--- src/rtl/ptic_pkg.sv ---
// Purpose: Shared constants for the peripheral trigger interconnect.
// Assumes: One 100 MHz bus clock; registers are 32-bit aligned words.
// Notes: Offsets are byte addresses on the plain register port.
package ptic_pkg;

    // Register port widths.
    localparam int ADDR_W = 8;
    localparam int DATA_W = 32;

    // Register byte offsets.
    localparam logic [7:0] OFS_CONV_OPT = 8'h00;
    localparam logic [7:0] OFS_TMR_SRC = 8'h04;
    localparam logic [7:0] OFS_SER_SRC = 8'h08;
    localparam logic [7:0] OFS_TMR0_CFG = 8'h0c;
    localparam logic [7:0] OFS_TMR1_CFG = 8'h10;
    localparam logic [7:0] OFS_TMR2_CFG = 8'h14;
    localparam logic [7:0] OFS_MISC = 8'h18;
    localparam logic [7:0] OFS_STATUS = 8'h1c;

    // Conversion trigger option fields.
    localparam int CONV_ALT_BIT = 0;
    localparam int CONV_PRE_BIT = 1;
    localparam int CONV_SRC_LSB = 8;
    localparam int SRC_W = 4;

    // Timer source fields: capture select per timer 1 and 2.
    localparam int CAP_SRC_LSB = 0;

    // Serial source fields.
    localparam int RX_SRC_LSB = 0;
    localparam int TX_SRC_LSB = 2;
    localparam int TX_SRC_W = 2;

    // Per-timer configuration fields.
    localparam int TRG_SEL_LSB = 0;
    localparam int GTB_BIT = 4;

    // Miscellaneous option fields.
    localparam int CMP_MODE_BIT = 0;
    localparam int DAC_SEL_BIT = 1;
    localparam int DMA_EN_LSB = 2;

    // Status fields.
    localparam int ST_CONV_A_BIT = 0;
    localparam int ST_CONV_B_BIT = 1;
    localparam int ST_EXT_BIT = 2;
    localparam int ST_CMP_BIT = 3;

    // Block sizes.
    localparam int TMR_N = 3;
    localparam int CNT_W = 16;
    localparam int PORT_N = 2;
    localparam int EVT_N = 12;

    // Trigger source codes shared by the converter and timer selects.
    localparam logic [3:0] SRC_EXT_PIN = 4'h0;
    localparam logic [3:0] SRC_COMPARATOR = 4'h1;
    localparam logic [3:0] SRC_PER_CH0 = 4'h2;
    localparam logic [3:0] SRC_PER_CH1 = 4'h3;
    localparam logic [3:0] SRC_TMR0_OVF = 4'h4;
    localparam logic [3:0] SRC_TMR1_OVF = 4'h5;
    localparam logic [3:0] SRC_TMR2_OVF = 4'h6;
    localparam logic [3:0] SRC_RTC_ALARM = 4'h7;
    localparam logic [3:0] SRC_RTC_SECONDS = 4'h8;
    localparam logic [3:0] SRC_LP_TIMER = 4'h9;
    localparam logic [3:0] SRC_LAST = SRC_LP_TIMER;

    // Extra event slots used only by the paired conversion triggers.
    localparam int EVT_T1_CH0 = 10;
    localparam int EVT_T1_CH1 = 11;

    // Transmit modulation codes.
    localparam logic [1:0] TX_PLAIN = 2'h0;
    localparam logic [1:0] TX_MOD_TMR1 = 2'h1;
    localparam logic [1:0] TX_MOD_TMR2 = 2'h2;

    // Least spacing of paired triggers in stop modes, kept by software.
    localparam int PAIR_GAP_US = 10;
    localparam int CLK_MHZ = 100;
    localparam int PAIR_GAP_CYC = PAIR_GAP_US * CLK_MHZ;

endpackage : ptic_pkg
--- src/rtl/ptic_interconnect.sv ---
// Purpose: Routes peripheral events and levels between on-chip blocks.
// Assumes: All peripheral flags are levels on clk_in; pins are async.
// Notes: Every output is registered; flag routes add one cycle of latency, synchronised pin routes three.
//
// Overview of operation
// - Alternate off: timer 1 channel 0 and 1 flags fire triggers A and B.
// - With alternate on, a 4-bit source field picks one trigger source.
// - The pretrigger select sends the alternate source to trigger A or B.
// - The comparator output is offered as pulse counter alternate input 0.
// - Timers 1 and 2 each may take the comparator as channel 0 capture.
// - Each serial receive input may take the comparator by its own select.
// - The low power timer trigger fires the comparator in trigger mode.
// - Each timer's 4-bit select picks its trigger from the shared sources.
// - A timer with global timebase enabled runs from timer 1's timebase.
// - Each transmit line may be modulated by timer 1 or 2 channel 0.
// - The periodic channel 0 flag advances the DAC buffer when selected.
// - Periodic flags 0 and 1 trigger DMA channels 0 and 1 when enabled.
`timescale 1ns/10ps

module ptic_interconnect (
    input wire logic clk_in, // Bus clock.
    input wire logic reset_in, // Synchronous reset, active high.
    input wire logic [ptic_pkg::ADDR_W-1:0] addr_in, // Register address.
    input wire logic [ptic_pkg::DATA_W-1:0] wdata_in, // Write data.
    input wire logic wr_in, // Write strobe.
    input wire logic rd_in, // Read strobe.
    output logic [ptic_pkg::DATA_W-1:0] rdata_out, // Read data.
    input wire logic timer1_chan0_flag_in, // Timer 1 channel 0 flag.
    input wire logic timer1_chan1_flag_in, // Timer 1 channel 1 flag.
    input wire logic [ptic_pkg::TMR_N-1:0] counter_overflow_flag_in, // Ovf.
    input wire logic periodic_chan0_flag_in, // Periodic flag 0.
    input wire logic periodic_chan1_flag_in, // Periodic flag 1.
    input wire logic rtc_alarm_in, // Real-time counter alarm.
    input wire logic rtc_seconds_in, // Real-time counter seconds.
    input wire logic low_power_timer_trigger_in, // Low power timer trigger.
    input wire logic external_trigger_pin_in, // External trigger pin.
    input wire logic comparator_output_in, // Comparator output.
    input wire logic [ptic_pkg::TMR_N-1:0][ptic_pkg::CNT_W-1:0]
        timer_count_in, // Each timer's own timebase.
    input wire logic [ptic_pkg::PORT_N-1:0] timer_capture_pin_in, // T1,T2.
    input wire logic [ptic_pkg::PORT_N-1:0] port_rx_pin_in, // Rx pins.
    input wire logic [ptic_pkg::PORT_N-1:0] port_tx_in, // Tx from ports.
    input wire logic [ptic_pkg::PORT_N-1:0] timer_chan0_out_in, // T1,T2.
    output logic conv_trigger_a_out, // Converter trigger A pulse.
    output logic conv_trigger_b_out, // Converter trigger B pulse.
    output logic [ptic_pkg::TMR_N-1:0] timer_trigger_out, // Timer triggers.
    output logic [ptic_pkg::TMR_N-1:0][ptic_pkg::CNT_W-1:0]
        timer_timebase_out, // Timebase each timer uses.
    output logic pulse_counter_alt_input0_out, // Comparator level.
    output logic [ptic_pkg::PORT_N-1:0] timer_capture_out, // T1,T2 capture.
    output logic [ptic_pkg::PORT_N-1:0] port_rx_out, // Receive inputs.
    output logic [ptic_pkg::PORT_N-1:0] port_tx_out, // Transmit pins.
    output logic comparator_trigger_out, // Comparator trigger pulse.
    output logic dac_trigger_out, // DAC buffer advance pulse.
    output logic [1:0] dma_trigger_out // DMA channel 0/1 trigger pulses.
);
    import ptic_pkg::*;

    // Synchroniser lanes: ext pin, comparator, two capture, two receive.
    localparam int SYN_N = 6;
    localparam int SY_EXT = 0;
    localparam int SY_CMP = 1;
    localparam int SY_CAP = 2;
    localparam int SY_RX = 4;

    typedef struct packed {
        logic alt_en;
        logic pre_b;
        logic [SRC_W-1:0] conv_src;
        logic [PORT_N-1:0] cap_src;
        logic [PORT_N-1:0] rx_src;
        logic [PORT_N-1:0][TX_SRC_W-1:0] tx_src;
        logic [TMR_N-1:0][SRC_W-1:0] trg_sel;
        logic [TMR_N-1:0] gtb_en;
        logic cmp_mode;
        logic dac_sel;
        logic [1:0] dma_en;
        logic [SYN_N-1:0] sync1;
        logic [SYN_N-1:0] sync2;
        logic [EVT_N-1:0] evt_prev;
        logic [DATA_W-1:0] rdata;
        logic conv_a;
        logic conv_b;
        logic [TMR_N-1:0] tmr_trg;
        logic [TMR_N-1:0][CNT_W-1:0] timebase;
        logic alt0;
        logic [PORT_N-1:0] cap;
        logic [PORT_N-1:0] rx;
        logic [PORT_N-1:0] tx;
        logic cmp_trg;
        logic dac_trg;
        logic [1:0] dma_trg;
    } ptic_state_type;

    ptic_state_type state_q;
    ptic_state_type state_d;
    logic [EVT_N-1:0] evt_level;
    logic [EVT_N-1:0] evt_pulse;

    // Picks one event by source code; codes past the last source pick none.
    function automatic logic ptic_pick(input logic [SRC_W-1:0] code,
                                       input logic [EVT_N-1:0] pulses);
        logic hit;
        hit = 1'b0;
        if (code <= SRC_LAST) begin
            hit = pulses[code];
        end
        return hit;
    endfunction : ptic_pick

    // Event levels; pins are taken from the second synchroniser stage only.
    always_comb begin
        evt_level = '0;
        evt_level[SRC_EXT_PIN] = state_q.sync2[SY_EXT];
        evt_level[SRC_COMPARATOR] = state_q.sync2[SY_CMP];
        evt_level[SRC_PER_CH0] = periodic_chan0_flag_in;
        evt_level[SRC_PER_CH1] = periodic_chan1_flag_in;
        evt_level[SRC_TMR0_OVF] = counter_overflow_flag_in[0];
        evt_level[SRC_TMR1_OVF] = counter_overflow_flag_in[1];
        evt_level[SRC_TMR2_OVF] = counter_overflow_flag_in[2];
        evt_level[SRC_RTC_ALARM] = rtc_alarm_in;
        evt_level[SRC_RTC_SECONDS] = rtc_seconds_in;
        evt_level[SRC_LP_TIMER] = low_power_timer_trigger_in;
        evt_level[EVT_T1_CH0] = timer1_chan0_flag_in;
        evt_level[EVT_T1_CH1] = timer1_chan1_flag_in;
    end

    // Rising edges only, so a flag held high fires once and not every cycle.
    assign evt_pulse = evt_level & ~state_q.evt_prev;

    // Next-state logic: register port, synchronisers and every route.
    always_comb begin
        state_d = state_q;
        state_d.sync1 = {port_rx_pin_in, timer_capture_pin_in,
                         comparator_output_in, external_trigger_pin_in};
        state_d.sync2 = state_q.sync1;
        state_d.evt_prev = evt_level;

        // Register writes; unmapped offsets are ignored.
        if (wr_in) begin
            unique case (addr_in)
                OFS_CONV_OPT: begin
                    state_d.alt_en = wdata_in[CONV_ALT_BIT];
                    state_d.pre_b = wdata_in[CONV_PRE_BIT];
                    state_d.conv_src = wdata_in[CONV_SRC_LSB +: SRC_W];
                end
                OFS_TMR_SRC: begin
                    state_d.cap_src = wdata_in[CAP_SRC_LSB +: PORT_N];
                end
                OFS_SER_SRC: begin
                    state_d.rx_src = wdata_in[RX_SRC_LSB +: PORT_N];
                    state_d.tx_src = wdata_in[TX_SRC_LSB +: 2*TX_SRC_W];
                end
                OFS_TMR0_CFG, OFS_TMR1_CFG, OFS_TMR2_CFG: begin
                    for (int t = 0; t < TMR_N; t++) begin
                        if (addr_in == OFS_TMR0_CFG + 8'(4 * t)) begin
                            state_d.trg_sel[t] =
                                wdata_in[TRG_SEL_LSB +: SRC_W];
                            state_d.gtb_en[t] = wdata_in[GTB_BIT];
                        end
                    end
                end
                OFS_MISC: begin
                    state_d.cmp_mode = wdata_in[CMP_MODE_BIT];
                    state_d.dac_sel = wdata_in[DAC_SEL_BIT];
                    state_d.dma_en = wdata_in[DMA_EN_LSB +: 2];
                end
                default: begin
                end
            endcase
        end

        // Register reads; data stand one cycle later, unmapped reads zero.
        state_d.rdata = '0;
        if (rd_in) begin
            unique case (addr_in)
                OFS_CONV_OPT: begin
                    state_d.rdata[CONV_ALT_BIT] = state_q.alt_en;
                    state_d.rdata[CONV_PRE_BIT] = state_q.pre_b;
                    state_d.rdata[CONV_SRC_LSB +: SRC_W] = state_q.conv_src;
                end
                OFS_TMR_SRC: begin
                    state_d.rdata[CAP_SRC_LSB +: PORT_N] = state_q.cap_src;
                end
                OFS_SER_SRC: begin
                    state_d.rdata[RX_SRC_LSB +: PORT_N] = state_q.rx_src;
                    state_d.rdata[TX_SRC_LSB +: 2*TX_SRC_W] = state_q.tx_src;
                end
                OFS_TMR0_CFG, OFS_TMR1_CFG, OFS_TMR2_CFG: begin
                    for (int t = 0; t < TMR_N; t++) begin
                        if (addr_in == OFS_TMR0_CFG + 8'(4 * t)) begin
                            state_d.rdata[TRG_SEL_LSB +: SRC_W] =
                                state_q.trg_sel[t];
                            state_d.rdata[GTB_BIT] = state_q.gtb_en[t];
                        end
                    end
                end
                OFS_MISC: begin
                    state_d.rdata[CMP_MODE_BIT] = state_q.cmp_mode;
                    state_d.rdata[DAC_SEL_BIT] = state_q.dac_sel;
                    state_d.rdata[DMA_EN_LSB +: 2] = state_q.dma_en;
                end
                OFS_STATUS: begin
                    state_d.rdata[ST_CONV_A_BIT] = state_q.conv_a;
                    state_d.rdata[ST_CONV_B_BIT] = state_q.conv_b;
                    state_d.rdata[ST_EXT_BIT] = state_q.sync2[SY_EXT];
                    state_d.rdata[ST_CMP_BIT] = state_q.sync2[SY_CMP];
                end
                default: begin
                end
            endcase
        end

        // Converter triggers: paired timer 1 flags, or one alternate source.
        // Pair spacing in stop modes is the caller's job, not checked here.
        if (!state_q.alt_en) begin
            state_d.conv_a = evt_pulse[EVT_T1_CH0];
            state_d.conv_b = evt_pulse[EVT_T1_CH1];
        end else begin
            state_d.conv_a = !state_q.pre_b &&
                ptic_pick(state_q.conv_src, evt_pulse);
            state_d.conv_b = state_q.pre_b &&
                ptic_pick(state_q.conv_src, evt_pulse);
        end

        // Per-timer trigger select and global timebase.
        for (int t = 0; t < TMR_N; t++) begin
            state_d.tmr_trg[t] =
                ptic_pick(state_q.trg_sel[t], evt_pulse);
            state_d.timebase[t] = state_q.gtb_en[t] ?
                timer_count_in[1] : timer_count_in[t];
        end

        // Comparator level to the pulse counter's alternate input 0.
        state_d.alt0 = state_q.sync2[SY_CMP];

        // Capture, receive and transmit steering for both ports.
        for (int p = 0; p < PORT_N; p++) begin
            state_d.cap[p] = state_q.cap_src[p] ?
                state_q.sync2[SY_CMP] : state_q.sync2[SY_CAP + p];
            state_d.rx[p] = state_q.rx_src[p] ?
                state_q.sync2[SY_CMP] : state_q.sync2[SY_RX + p];
            unique case (state_q.tx_src[p])
                TX_MOD_TMR1: state_d.tx[p] =
                    port_tx_in[p] & timer_chan0_out_in[0];
                TX_MOD_TMR2: state_d.tx[p] =
                    port_tx_in[p] & timer_chan0_out_in[1];
                default: state_d.tx[p] = port_tx_in[p];
            endcase
        end

        // Periodic comparator, DAC and DMA hardware triggers.
        state_d.cmp_trg = state_q.cmp_mode &&
            evt_pulse[SRC_LP_TIMER];
        state_d.dac_trg = state_q.dac_sel &&
            evt_pulse[SRC_PER_CH0];
        state_d.dma_trg[0] = state_q.dma_en[0] &&
            evt_pulse[SRC_PER_CH0];
        state_d.dma_trg[1] = state_q.dma_en[1] &&
            evt_pulse[SRC_PER_CH1];
    end

    // State register; reset clears every option and output.
    always_ff @(posedge clk_in) begin
        if (reset_in) begin
            state_q <= '0;
        end else begin
            state_q <= state_d;
        end
    end

    // Outputs come straight from the state register.
    assign rdata_out = state_q.rdata;
    assign conv_trigger_a_out = state_q.conv_a;
    assign conv_trigger_b_out = state_q.conv_b;
    assign timer_trigger_out = state_q.tmr_trg;
    assign timer_timebase_out = state_q.timebase;
    assign pulse_counter_alt_input0_out = state_q.alt0;
    assign timer_capture_out = state_q.cap;
    assign port_rx_out = state_q.rx;
    assign port_tx_out = state_q.tx;
    assign comparator_trigger_out = state_q.cmp_trg;
    assign dac_trigger_out = state_q.dac_trg;
    assign dma_trigger_out = state_q.dma_trg;

endmodule : ptic_interconnect

--- config.mk ---
export PLATFORM = sky130hd
export DESIGN_NAME = ptic_interconnect
export DESIGN_NICKNAME = d
export VERILOG_FILES = /design/src/rtl/ptic_pkg.sv /design/src/rtl/ptic_interconnect.sv
export SDC_FILE = /design/constraint.sdc
export NUM_CORES = 1
export LEC_CHECK = 0
export BUFFER_PORTS_ARGS = -buffer_cell sky130_fd_sc_hd__clkbuf_2
export CORE_UTILIZATION = 50
export DETAILED_ROUTE_END_ITERATION = 8
export PLACE_DENSITY = 0.81
export SYNTH_ARGS = -nofsm -noshare
export SYNTH_HDL_FRONTEND = slang
export SYNTH_SLANG_ARGS = --single-unit
--- constraint.sdc ---
create_clock -name clk_in -period 3.9 [get_ports clk_in]
set_clock_uncertainty 0.05 [all_clocks]
set_input_delay 0.585 -clock clk_in [delete_from_list [all_inputs] [get_ports clk_in]]
set_output_delay 0.585 -clock clk_in [all_outputs]
set_load 0.03 [all_outputs]
## After elaboration in Yosys (flattened, before gate mapping)

Cells that the tools add are included.

- Register bits after elaboration: 153
- Output and inout port bits: 96
- Logic and storage cells: 116

- Order comparisons: 8
- Equal/unequal tests: 11
- Muxes and demuxes: 25
- Bitwise logic cells: 12
- Reductions and logical operators: 22

Operator list:

| kind | count |
|---|---|
| == test 8 x 5 -> 1 bit (second input constant) | 4 |
| 2-to-1 mux 16 bit | 2 |
| < comparator 4 x 5 -> 1 bit (second input constant) | 4 |
| binary-select mux 1 bit (select 4 bit) | 4 |
| == test 8 x 4 -> 1 bit (second input constant) | 2 |
| less-or-equal comparator 4 bit (second input constant) | 4 |
| 2-to-1 mux 5 bit | 3 |
| AND 12 bit | 1 |
| inverter 12 bit | 1 |
| case mux 2 bit (6 select lines) | 1 |
| 2-to-1 mux 1 bit | 10 |
| AND reduction 3 bit | 3 |
| OR reduction 3 bit | 3 |
| == test 8 x 3 -> 1 bit (second input constant) | 1 |
| logical NOT 8 bit | 1 |
| case mux 2 bit (4 select lines) | 1 |
| AND reduction 2 bit | 4 |
| OR reduction 2 bit | 4 |
| logical AND 1 bit | 6 |
| inverter 1 bit | 6 |
| case mux 1 bit (2 select lines) | 3 |
| AND 1 bit | 4 |
| == test 2 x 1 -> 1 bit (second input constant) | 2 |
| == test 2 bit (second input constant) | 2 |
| 2 further kinds | 2 |

## Longest topological paths before layout

- Depth after elaboration: 8
- Mapped depth: 6
- Depth with buffers taken out: 5

## Least setup slack after synthesis

No wires, ideal clock.

- Path type: input -> register
- From: input addr_in[4] (netlist name)
- To: register state_q[147] (netlist name)
- Arrival time: 1.690 ns
- Path slack: 2.032 ns
- Cell stages on the path: 6
- Path buffers: 2
- Cells stage by stage: buf_6 -> nor4_4 -> and4_1 -> buf_4 -> mux2i_1 -> nor2_1

- Longest elaborated chain between the ends: 2

RTL lines:

| item | RTL line | RTL |
|---|---|---|
| start: declaration | ptic_interconnect.sv:23 | `input wire logic [ptic_pkg::ADDR_W-1:0] addr_in,` |
| logical NOT 8 bit | ptic_interconnect.sv:141 | `unique case (addr_in)` |
| AND reduction 2 bit (no source line) | - |  |
| end signal: assignment | ptic_interconnect.sv:268 | `state_q <= state_d;` |
| end: declaration | ptic_interconnect.sv:95 | `ptic_state_type state_q;` |

No other way between the ends.
A chain may end at the register's enable or synchronous reset.

## Final worst setup path

- From: input addr_in[2] (netlist name)
- To: register state_q[122] (netlist name)

- Longest elaborated chain between the ends: 2

RTL lines:

| item | RTL line |
|---|---|
| == test 8 x 5 -> 1 bit | ptic_interconnect.sv:141 |
| AND reduction 2 bit (no source line) | - |

No other way between the ends.

==> flow_summary.ini <==
[outcome]
status = finished, final reports clean

[die]
rows = 38
pin_count = 208
start_util_pct = 51.8
die-width_um = 109
coreArea_mm2 = 0.0110
dieArea_mm2 = 0.0118
die_y_um = 109

[critical_path]
worst_path_largest_cell_delay_ns = 0.59
rr_worst_depth = 4
r2r_slack_ns = 2.24
critPathRequiredTime_ns = 4.11
slowest_stage = nor2b_1
cp.arrival_ns = 2.23
startpoint = addr_in[2]
path_class = in2reg
worstPathCellList = clkbuf_2 -> nor2b_1 -> nand3_1 -> mux2i_1 -> nor2_1
cp-start-kind = primary input
r2r_start = evt_level[1]$_SDFF_PP0_
endpoint_kind = register
path_max_fanout = 20

[clocking]
clk_latency_ns = 0.41
cts_tree = built
postCtsResizedCells = 0
clkSinkCount = 130
cts_made_buffers = 17
ctsHtreeMaxLevel = 4
postCtsSetupBuffers = 0
clock_path_buffers = 2
path_clk_slew_ns = 0.06
ctsRootBufferMaster = clkbuf_16
cts_hold_buf = 0

[global_routing]
grt_antenna_before_repair = 0
grt_start_max_net_pins = 86
grt_pass1_wl_um = 19000
overflow = 0
grtUsageTotal_pct = 21.3
grt_pass1_vias = 3994

[synthesis]
syn_area_mm2 = 0.00569
synth.yosys.seq_area_share_pct = 45.7
synth_common_cells = 130 x dfxtp_1, 92 x buf_4, 73 x nor2_1
synth.avg_cell_area_um2 = 10.0
synth_edf_count = 0
synth_seq_cells = 130
synth_cell_types = 51
synth_async_sr_flop_share_pct = 0
netlist_instances = 567
yosysMostFrequentCell = dfxtp_1
synth_warnings = 0
synth_top_cell_by_area = dfxtp_1
netlist_top_cells_area = dfxtp_1 46%, buf_4 12%, mux2i_1 12%, nor2b_1 5.3%, nor2_1 4.8%
synth_top_area_share_pct = 45.7
synthFlopType = dfxtp_1

[final_layout]
antennaDiodeCount = 0
area_delta_synth_final_pct = 15.9
drive_gt1_share_pct = 32.2
fin_nets = 770
fin_area_mm2 = 0.00660

[hold_path]
hold_path_startpoint = port_rx_pin_in[0]
hold_depth = 2
hold_path_class = in2reg

[sta]
post-route-min-period_ns = 2.01
final-setup-viol-count = 0
slew_headroom_pct = 27.8
fmax_mhz = 497
rsz0062_at_grt = no
fin_tns_setup_ns = 0
drv_slew = 0
worstMarginPinSlew_ns = 1.08
hold_viol_final = 0
period_share_pct = 51.6

[place]
io_buffers = 163
placed_area_mm2 = 0.00598
gp_congestion = 0.863
hpwlAfterDp_um = 8880

[drt]
dr.pass1.iters = 5
drtIter0Drc = 253
met1_length_um = 4820
route.top_layer_used = met4
route.detailed.drc = 0
via_count = 4118
wl_per_cell_um = 15.1
ant_nets = 0
dr_wl_met3_um = 1030
vias_per_cell = 5.10
route.met2.wl_um = 6070
drt_wl_total_um = 12200

[power]
p_per_area_mw_per_mm2 = 501
peakVddDrop_uv = 295
p_leak_uw = 0.00297

[run]
max-cap-violations = 0
report_power, final:
part	switching [uW]	total [uW]	internal (uW)
registers	14.3	1390	1370
clock network	577	1640	1060
logic	186	279	93.0
logic make-up after synthesis:
| group | Yosys count | share of synthesized area [%] |
|---|---|---|
| other | 1 | 0.0659 |
| muxes | 79 | 15.8 |
| buffers and inverters | 120 | 14.3 |
| adders and majority gates | 2 | 0.440 |
| DFF | 130 | 45.7 |
| AOI/OAI and AO/OA | 35 | 4.09 |
| and+or+nand+nor | 200 | 19.7 |
state kept, by name (all words and copies together) (netlist names):
name and flops:
state_q 49, timer_timebase_out 48, rdata_out 10, state_d 6
timer_trigger_out 3, dma_trigger_out 2, evt_level 2, port_rx_out 2
port_tx_out 2, timer_capture_out 2, comparator_trigger_out 1, conv_trigger_a_out 1
conv_trigger_b_out 1, dac_trigger_out 1
final cells by class:
type / instances / area, um^2
Tap cell: 140 / 175
Inverter: 5 / 18.8
Clock inverter: 13 / 188
Sequential cell: 130 / 2600
Multi-Input combinational cell: 338 / 2360
Clock buffer: 18 / 429
Fill cell: 908 / 4390
Timing Repair Buffer: 164 / 826
cells in the final DEF (no fill, tap or decap), types with 3 or more instances in the layout:
cell and n:
nand4_1 5, nand2b_1 6, nor4b_1 3, a21oi_1 5, clkbuf_16 17, nand3_1 9
o21ai_0 13, nor2_1 73, mux2i_1 66, nor2b_1 48, dfxtp_1 130, mux4_2 8
and2_1 8, and3b_1 4, bufinv_16 4, nand2_1 15, inv_1 5, conb_1 22
clkbuf_2 162, nor3b_1 4, clkinvlp_4 6, nand3b_1 4, and2_0 3, mux2_2 5
nor3_1 3
worst max-delay path: cells and delay by family:
kind	cells	cell delay, ns
buffers and inverters	1	0.28
and+or+nand+nor	3	1.07
muxes	1	0.28
metal layers:
layer  vias up  GRT usage [%]
met5         -              0
met4         0           11.6
met3        26           6.40
li1       1993              -
met2       206           35.3
met1      1893           24.8
metrics by stage:
| stage | hold WS [ns] | total power, uW | utilization [%] | setup WS, ns | instances |
|---|---|---|---|---|---|
| floorplan | 0.364 | 1640 | - | 2.03 | 588 |
| global route | 0.326 | 3410 | 60.0 | 1.82 | 808 |
| finish | 0.331 | 3310 | 60.0 | 1.89 | 808 |
| CTS | 0.318 | 3330 | 60.0 | 1.97 | 808 |
| detailed placement | 0.375 | 1690 | 54.4 | 1.57 | 777 |
| global placement | 0.366 | 1680 | 54.4 | 1.61 | 777 |
final timing paths:
kind	endpoint
max	state_q[122]$_SDFFE_PP0P_
min	state_d[112]$_SDFF_PP0_
max reg2reg	timer_trigger_out[1]$_SDFF_PP0_
min reg2reg	state_q[112]$_SDFF_PP0_
Power figures use the tool's default switching activity.
